`src/common/cbs_params.svh`:
```
// Offsets, field positions, reset values and counts of the clock buffer config port.
// Assumes inclusion by bare name from both the design and the testbench.
`ifndef CBS_PARAMS_SVH
`define CBS_PARAMS_SVH
// Register indices
`define CBS_IDX_OE        8'h00
`define CBS_IDX_PLL       8'h01
`define CBS_IDX_BC        8'h07
// Fixed upper slave address bits A6..A3
`define CBS_ADDR_HI       4'hD
// Output enable byte: reset value and writable bits 6,5,3,1
`define CBS_OE_RESET      8'hFF
`define CBS_OE_WMASK      8'h6A
// PLL/amplitude byte: low-part reset value and writable bits 5,4,3,1,0
`define CBS_PLL_RESET     8'h06
`define CBS_PLL_WMASK     8'h3B
`define CBS_POS_SW_SEL    5
// Byte count byte: reset value and writable bits 4..0
`define CBS_BC_RESET      8'h08
`define CBS_BC_WMASK      8'h1F
// Cycles after reset release before the straps are captured
`define CBS_STRAP_SETTLE  2'h3
`endif

```
`src/common/cbs_pkg.sv`:
```
// Types of the clock buffer SMBus configuration slave.
// Assumes the constant header is on the include path.
package cbs_pkg;
  // Protocol states
  typedef enum logic [3:0] {
    ST_IDLE, ST_ADDR, ST_INDEX, ST_COUNT, ST_WDATA,
    ST_ACK, ST_RDATA, ST_RACK, ST_RNEXT, ST_IGNORE
  } cbs_state_type;

  // Control bundle handed to the analog clock outputs
  typedef struct packed {
    logic [3:0] out_enable;   // out3..out0, high = enabled
    logic [1:0] pll_mode;     // mode in force
    logic [1:0] swing_level;  // 00=0.6V .. 11=0.9V
  } cbs_ctrl_type;
endpackage : cbs_pkg

```
`src/cbs_smbus_slave.sv`:
```
// SMBus slave config port of a four-output differential clock buffer.
// Assumes asynchronous SMBus pins, strap pins and output-enable pins; open-drain sda resolved outside.
`include "cbs_params.svh"
`timescale 1ns/1ps
`default_nettype none
module cbs_smbus_slave (
  // Clock and reset
  input  wire logic                  clock,
  input  wire logic                  arst_n,
  // SMBus pins
  input  wire logic                  scl_i,
  input  wire logic                  sda_i,
  output logic                       sda_o,
  output logic                       sda_oe,
  // Straps and output enable pins
  input  wire logic [2:0]            slave_addr_strap,
  input  wire logic [1:0]            loop_bandwidth_strap,
  input  wire logic [3:0]            out_enable_n,
  // Controls to the clock outputs
  output cbs_pkg::cbs_ctrl_type      ctrl_out
);
  import cbs_pkg::*;

  logic [2:0]    scl_sync;
  logic [2:0]    sda_sync;
  logic [4:0]    strap_m;
  logic [4:0]    strap_s;
  logic [3:0]    oe_pin_m;
  logic [3:0]    oe_pin_s;
  logic [1:0]    settle_cnt;
  logic          strap_done;
  logic [2:0]    addr_lo;
  logic [1:0]    pll_latched;
  logic [7:0]    oe_reg;
  logic [7:0]    pll_reg;
  logic [7:0]    bc_reg;
  cbs_state_type state;
  cbs_state_type ack_next;
  logic [2:0]    bit_cnt;
  logic          byte_full;
  logic [7:0]    rx;
  logic [7:0]    tx;
  logic [7:0]    idx;
  logic [7:0]    wr_left;
  logic          scl_s;
  logic          sda_s;
  logic          scl_rise;
  logic          scl_fall;
  logic          start_det;
  logic          stop_det;
  logic          wr_fire;
  logic [3:0]    next_enable;

  // Register readback by index
  function automatic logic [7:0] reg_read(input logic [7:0] i, input logic [7:0] o,
                                          input logic [7:0] p, input logic [1:0] l,
                                          input logic [7:0] b);
    case (i)
      `CBS_IDX_OE:  reg_read = o;
      `CBS_IDX_PLL: reg_read = {l, p[5:0]};
      `CBS_IDX_BC:  reg_read = b;
      default:      reg_read = 8'h00;
    endcase
  endfunction : reg_read

  // Two-flop synchronisers plus one edge-history stage
  always_ff @(posedge clock or negedge arst_n) begin
    if (!arst_n) begin
      scl_sync <= 3'h7;
      sda_sync <= 3'h7;
      strap_m  <= 5'h00;
      strap_s  <= 5'h00;
      oe_pin_m <= 4'hF;
      oe_pin_s <= 4'hF;
    end else begin
      scl_sync <= {scl_sync[1:0], scl_i};
      sda_sync <= {sda_sync[1:0], sda_i};
      strap_m  <= {slave_addr_strap, loop_bandwidth_strap};
      strap_s  <= strap_m;
      oe_pin_m <= out_enable_n;
      oe_pin_s <= oe_pin_m;
    end
  end

  // Bus events from the settled stages only
  assign scl_s     = scl_sync[1];
  assign sda_s     = sda_sync[1];
  assign scl_rise  = scl_s & ~scl_sync[2];
  assign scl_fall  = ~scl_s & scl_sync[2];
  assign start_det = scl_s & scl_sync[2] & sda_sync[2] & ~sda_s;
  assign stop_det  = scl_s & scl_sync[2] & ~sda_sync[2] & sda_s;
  assign sda_o     = 1'b0;

  always_ff @(posedge clock or negedge arst_n) begin
    if (!arst_n) begin
      settle_cnt  <= 2'h0;
      strap_done  <= 1'b0;
      addr_lo     <= 3'h0;
      pll_latched <= 2'h0;
    end else if (!strap_done) begin
      settle_cnt <= settle_cnt + 2'h1;
      if (settle_cnt == `CBS_STRAP_SETTLE) begin
        strap_done  <= 1'b1;
        addr_lo     <= strap_s[4:2];
        pll_latched <= strap_s[1:0];
      end
    end
  end

  assign wr_fire = (state == ST_WDATA) && scl_fall && byte_full && (wr_left != 8'h00);

  always_ff @(posedge clock or negedge arst_n) begin
    if (!arst_n) begin
      oe_reg  <= `CBS_OE_RESET;
      pll_reg <= `CBS_PLL_RESET;
      bc_reg  <= `CBS_BC_RESET;
    end else if (wr_fire) begin
      case (idx)
        `CBS_IDX_OE:  oe_reg  <= (rx & `CBS_OE_WMASK) | (`CBS_OE_RESET & ~`CBS_OE_WMASK);
        `CBS_IDX_PLL: pll_reg <= (rx & `CBS_PLL_WMASK) | (`CBS_PLL_RESET & ~`CBS_PLL_WMASK);
        `CBS_IDX_BC:  bc_reg  <= rx & `CBS_BC_WMASK;
        default:      ;
      endcase
    end
  end

  // enable bit gates the pin enable
  assign next_enable = {oe_reg[6], oe_reg[5], oe_reg[3], oe_reg[1]} & ~oe_pin_s;

  // Control outputs from flops
  always_ff @(posedge clock or negedge arst_n) begin
    if (!arst_n) begin
      ctrl_out <= '0;
    end else begin
      ctrl_out.out_enable  <= next_enable;
      ctrl_out.pll_mode    <= pll_reg[`CBS_POS_SW_SEL] ? pll_reg[4:3] : pll_latched;
      ctrl_out.swing_level <= pll_reg[1:0];
    end
  end

  // Protocol engine
  always_ff @(posedge clock or negedge arst_n) begin
    if (!arst_n) begin
      state     <= ST_IDLE;
      ack_next  <= ST_IDLE;
      bit_cnt   <= 3'h0;
      byte_full <= 1'b0;
      rx        <= 8'h00;
      tx        <= 8'h00;
      idx       <= 8'h00;
      wr_left   <= 8'h00;
      sda_oe    <= 1'b0;
    end else if (start_det) begin
      // start or repeated start, index kept
      state     <= ST_ADDR;
      bit_cnt   <= 3'h0;
      byte_full <= 1'b0;
      sda_oe    <= 1'b0;
    end else if (stop_det) begin
      state     <= ST_IDLE;
      bit_cnt   <= 3'h0;
      byte_full <= 1'b0;
      sda_oe    <= 1'b0;
    end else begin
      case (state)
        ST_ADDR, ST_INDEX, ST_COUNT, ST_WDATA: begin
          if (scl_rise) begin
            rx      <= {rx[6:0], sda_s};
            bit_cnt <= bit_cnt + 3'h1;
            if (bit_cnt == 3'h7) begin
              byte_full <= 1'b1;
            end
          end else if (scl_fall && byte_full) begin
            byte_full <= 1'b0;
            state     <= ST_ACK;
            sda_oe    <= 1'b1;
            case (state)
              ST_ADDR: begin
                if (!strap_done || rx[7:1] != {`CBS_ADDR_HI, addr_lo}) begin
                  state  <= ST_IGNORE;
                  sda_oe <= 1'b0;
                end else if (rx[0]) begin
                  ack_next <= ST_RDATA;
                  tx       <= bc_reg;
                end else begin
                  ack_next <= ST_INDEX;
                end
              end
              ST_INDEX: begin
                idx      <= rx;
                ack_next <= ST_COUNT;
              end
              ST_COUNT: begin
                wr_left  <= rx;
                ack_next <= ST_WDATA;
              end
              default: begin
                if (wr_left == 8'h00) begin
                  state  <= ST_IGNORE;
                  sda_oe <= 1'b0;
                end else begin
                  idx      <= idx + 8'h01;
                  wr_left  <= wr_left - 8'h01;
                  ack_next <= ST_WDATA;
                end
              end
            endcase
          end
        end
        ST_ACK: begin
          if (scl_fall) begin
            state   <= ack_next;
            bit_cnt <= 3'h0;
            sda_oe  <= (ack_next == ST_RDATA) ? ~tx[7] : 1'b0;
          end
        end
        ST_RDATA: begin
          if (scl_fall) begin
            if (bit_cnt == 3'h7) begin
              state   <= ST_RACK;
              bit_cnt <= 3'h0;
              sda_oe  <= 1'b0;
            end else begin
              tx      <= {tx[6:0], 1'b0};
              bit_cnt <= bit_cnt + 3'h1;
              sda_oe  <= ~tx[6];
            end
          end
        end
        ST_RACK: begin
          if (scl_rise) begin
            if (sda_s) begin
              state <= ST_IGNORE;
            end else begin
              tx    <= reg_read(idx, oe_reg, pll_reg, pll_latched, bc_reg);
              idx   <= idx + 8'h01;
              state <= ST_RNEXT;
            end
          end
        end
        ST_RNEXT: begin
          if (scl_fall) begin
            state  <= ST_RDATA;
            sda_oe <= ~tx[7];
          end
        end
        default: ;
      endcase
    end
  end
endmodule : cbs_smbus_slave
`default_nettype wire

```
`config.mk`:
```
export PLATFORM = sky130hd
export DESIGN_NAME = cbs_smbus_slave
export DESIGN_NICKNAME = d
export VERILOG_FILES = /design/src/common/cbs_pkg.sv /design/src/cbs_smbus_slave.sv
export VERILOG_INCLUDE_DIRS = /design/src /design/src/common
export SDC_FILE = /design/constraint.sdc
export NUM_CORES = 1
export LEC_CHECK = 0
export BUFFER_PORTS_ARGS = -buffer_cell sky130_fd_sc_hd__buf_4
export CAP_MARGIN = 25
export CORE_MARGIN = 8
export CORE_UTILIZATION = 30
export DETAILED_ROUTE_END_ITERATION = 10
export GPL_TIMING_DRIVEN = 0
export MAX_ROUTING_LAYER = met4
export PLACE_DENSITY = 0.44
export SKIP_CTS_REPAIR_TIMING = 1
export SKIP_LAST_GASP = 1
export SYNTH_ARGS = -nofsm -noshare
export SYNTH_HDL_FRONTEND = slang
export SYNTH_SLANG_ARGS = --single-unit
```
`constraint.sdc`:
```
create_clock -name clock -period 1.9 [get_ports clock]
set_input_delay 0.095 -clock clock [delete_from_list [all_inputs] [get_ports clock]]
set_output_delay 0.095 -clock clock [all_outputs]
set_load 0.02 [all_outputs]
```
==> flow_metrics.tcl <==
set metrics [dict create \
    start_util_pct 30.60 \
    startpoint_type "register" \
    htreeDepth 3 \
    clk_latency_ns 0.35 \
    wl_per_cell_um 18.00 \
    power_switching_w 0.003727 \
    rsz0062_at_grt "true" \
    ctsRootBufferMaster "clkbuf_16" \
    final_layout_size_suffix_gt1_share_pct 38.04 \
    gp_congestion 0.8877 \
    dp_hpwl_um 9560 \
    vias_per_cell 5.149 \
    ir_worst_vdd_mv 0.5394 \
    clock_sinks 98 \
    synth_area_per_cell_um2 10.62 \
    drt-total-wl_um 13900 \
    max-clock-path-buffers 2 \
    pwr-share-comb_pct 47.3 \
    tns_ns -2.809 \
    pwr-share-clk_pct 21.0 \
    die_area_um2 21260 \
    track_usage_pct 13.21 \
    core_um2 16520 \
    cp_common_cell "buf_6" \
    hold-worst-slack_ns 0.2926 \
    critPathArrivalTime_ns 2.27 \
    drc 0 \
    fin_crit_sh_pct 107.2 \
    synth_edf_count 0 \
    tightest_slew_ns 0.6067 \
    setup_viol 40 \
    synth_cells 476 \
    switching_share_pct 41.31 \
    cts_buffers 9 \
    synth_nets 497 \
    synth-warning-count 0 \
    setup_ws_ns -0.1377 \
    fmax_ghz 0.4907 \
    critPathMaxStageDelay_ns 0.61 \
    grt_pass1_vias 3850 \
    crit_path_top_delay_cell "dfstp_2" \
    grt_pass1_wl_um 21720 \
    port_buffers 21 \
    die_w_um 145.8 \
    drtIter0Drc 246 \
    antennaDiodeCount 0 \
    crit_fanout 7 \
    crit_family "simple AND/OR/NAND/NOR gates" \
    dieHeight_um 145.8 \
    ant_nets 0 \
    required_ns 2.14 \
    ioPinCount 23 \
    powerDensity_nw_per_um2 1375 \
    antenna_found_initial 0 \
    rows 47 \
    skew_ns 0.007017 \
    violations "negative setup slack" \
    drtPass1Iterations 5 \
    p_int_w 0.005295 \
    synth.cell_area_um2 5056 \
    utilization_pct 39.71 \
    setup.worst_path.end_class "register" \
    async_flop_share_pct 100.0 \
    seq_area_frac_synth_pct 49.00 \
    status "finished, violations left" \
    placed_cells 718 \
    hp-class "in2async" \
    fin_nets 568 \
    synth-seq-cells 98 \
    via_count 3975 \
    area_delta_synth_final_pct 29.79 \
    synth_ff_type "dfrtp_1" \
    path_buf_inv 2 \
    slew_headroom_pct 59.55 \
    grt_max_degree 57 \
    crit_chain "buf_6 -> nand3b_1 -> buf_6 -> nor4_4 -> and3_4 -> nand2_8 -> mux2_4" \
    sequentialPowerShare_pct 31.7 \
    cts.clk_slew.worst_paths_ns 0.07 \
    fin_cells 772 \
    final-hold-violation-count 0 \
    cts_tree "built" \
    r2r_cells 7 \
    overflow 0 \
    cap_viol_max_count 0 \
    drv_slew 0 \
    ys_types 67 \
    final.min_clock_period_ns 2.038 \
    p_leak_nw 2.848 \
    crit_type "reg2reg" \
    cp.depth 7 \
]
==> per-stage QoR <==
| step | worst slack (ns) | power, W | instance area (um2) |
|---|---|---|---|
| floorplan | -0.003440 | 0.005092 | 5062 |
| global placement | -0.4990 | 0.006162 | 5495 |
| detailed placement | -0.4561 | 0.006138 | 5523 |
| CTS | -0.4788 | 0.008084 | 5824 |
| global route | -0.2130 | 0.009555 | 6563 |
| finish | -0.1377 | 0.009021 | 6563 |
==> area by class of cell <==
| cell class | instances | area, um2 |
|---|---|---|
| Fill cell | 1625 | 9962 |
| Buffer | 21 | 153.9 |
| Tap cell | 220 | 275.3 |
| Clock inverter | 6 | 72.57 |
| Timing Repair Buffer | 62 | 553.0 |
| Multi-Input combinational cell | 344 | 2749 |
| Inverter | 11 | 41.29 |
| Sequential cell | 98 | 2489 |
| Clock buffer | 10 | 229.0 |
==> worst paths after layout <==
path                        startpoint     endpoint  slack [ns]
max                        scl_sync[2]   pll_reg[5]       -0.14
min                             arst_n   pll_reg[5]        0.29
max reg2reg                scl_sync[2]   pll_reg[5]       -0.14
min reg2reg                 strap_m[0]   strap_s[0]        0.35
max in group asynchronous       arst_n  sda_sync[1]        0.87
min in group clock          strap_m[0]   strap_s[0]        0.35
==> worst reg2reg max path, stage by stage (launching register included) <==
cell      delay (ns)
dfstp_2         0.61
buf_6           0.15
nand3b_1        0.11
buf_6           0.17
nor4_4          0.20
and3_4          0.31
nand2_8         0.09
mux2_4          0.30
==> synth_stat cells (10+ instances only) <==
cell type	instances	area, um2
a21oi_1	32	160.2
nor3_1	10	50.05
nor2_1	20	75.07
dfstp_2	20	525.5
mux2_2	30	337.8
o21ai_0	32	160.2
inv_1	11	41.29
nand3_1	25	125.1
dfrtp_1	78	1952
nand2_1	32	120.1
nor2b_1	15	93.84
nand2b_1	13	81.33
==> metal layers <==
metal	global-route usage, %	share of wire, %	up-vias	wire [um]
met1	16.86	47	2014	6578
met3	2.332	2.4	16	340
li1	-	-	1880	-
met2	20.56	48	65	6705
met5	-	0	-	0
met4	4.997	2.0	0	272
==> kinds of logic (layout without fill, tap and decap cells) <==
kind of cell / count (synthesis) / after routing / synth area share, %
simple gates: 160 / 160 / 18.11
xor+xnor: 5 / 5 / 0.8661
mux: 41 / 41 / 9.750
fa+ha+maj: 8 / 8 / 1.980
compound gates: 129 / 129 / 16.98
other cells: 1 / 1 / 0.07417
buf+inv: 34 / 110 / 3.241
flops: 98 / 98 / 49.00
==> cell usage in the layout (no fill, tap or decap), types with 15 or more instances in the layout <==
| cell | netlist | routed |
|---|---|---|
| dfrtp_1 | 78 | 69 |
| buf_4 | 2 | 45 |
| nand2_1 | 32 | 32 |
| a21oi_1 | 32 | 31 |
| o21ai_0 | 32 | 26 |
| mux2_4 | 9 | 23 |
| nand3_1 | 25 | 21 |
| dfstp_2 | 20 | 20 |
| mux2_2 | 30 | 16 |
| nor2_1 | 20 | 15 |
==> power groups by stage <==
stage	clock, W	sequential (W)	combinational, W
2_1_floorplan	0	0.00268	0.00241
3_3_place_gp	0	0.00281	0.00335
3_5_place_dp	0	0.00282	0.00332
4_1_cts	0.00196	0.00278	0.00334
5_1_grt	0.00204	0.00292	0.00460
6_report	0.00189	0.00286	0.00426
Power figures use the tool's default switching activity.
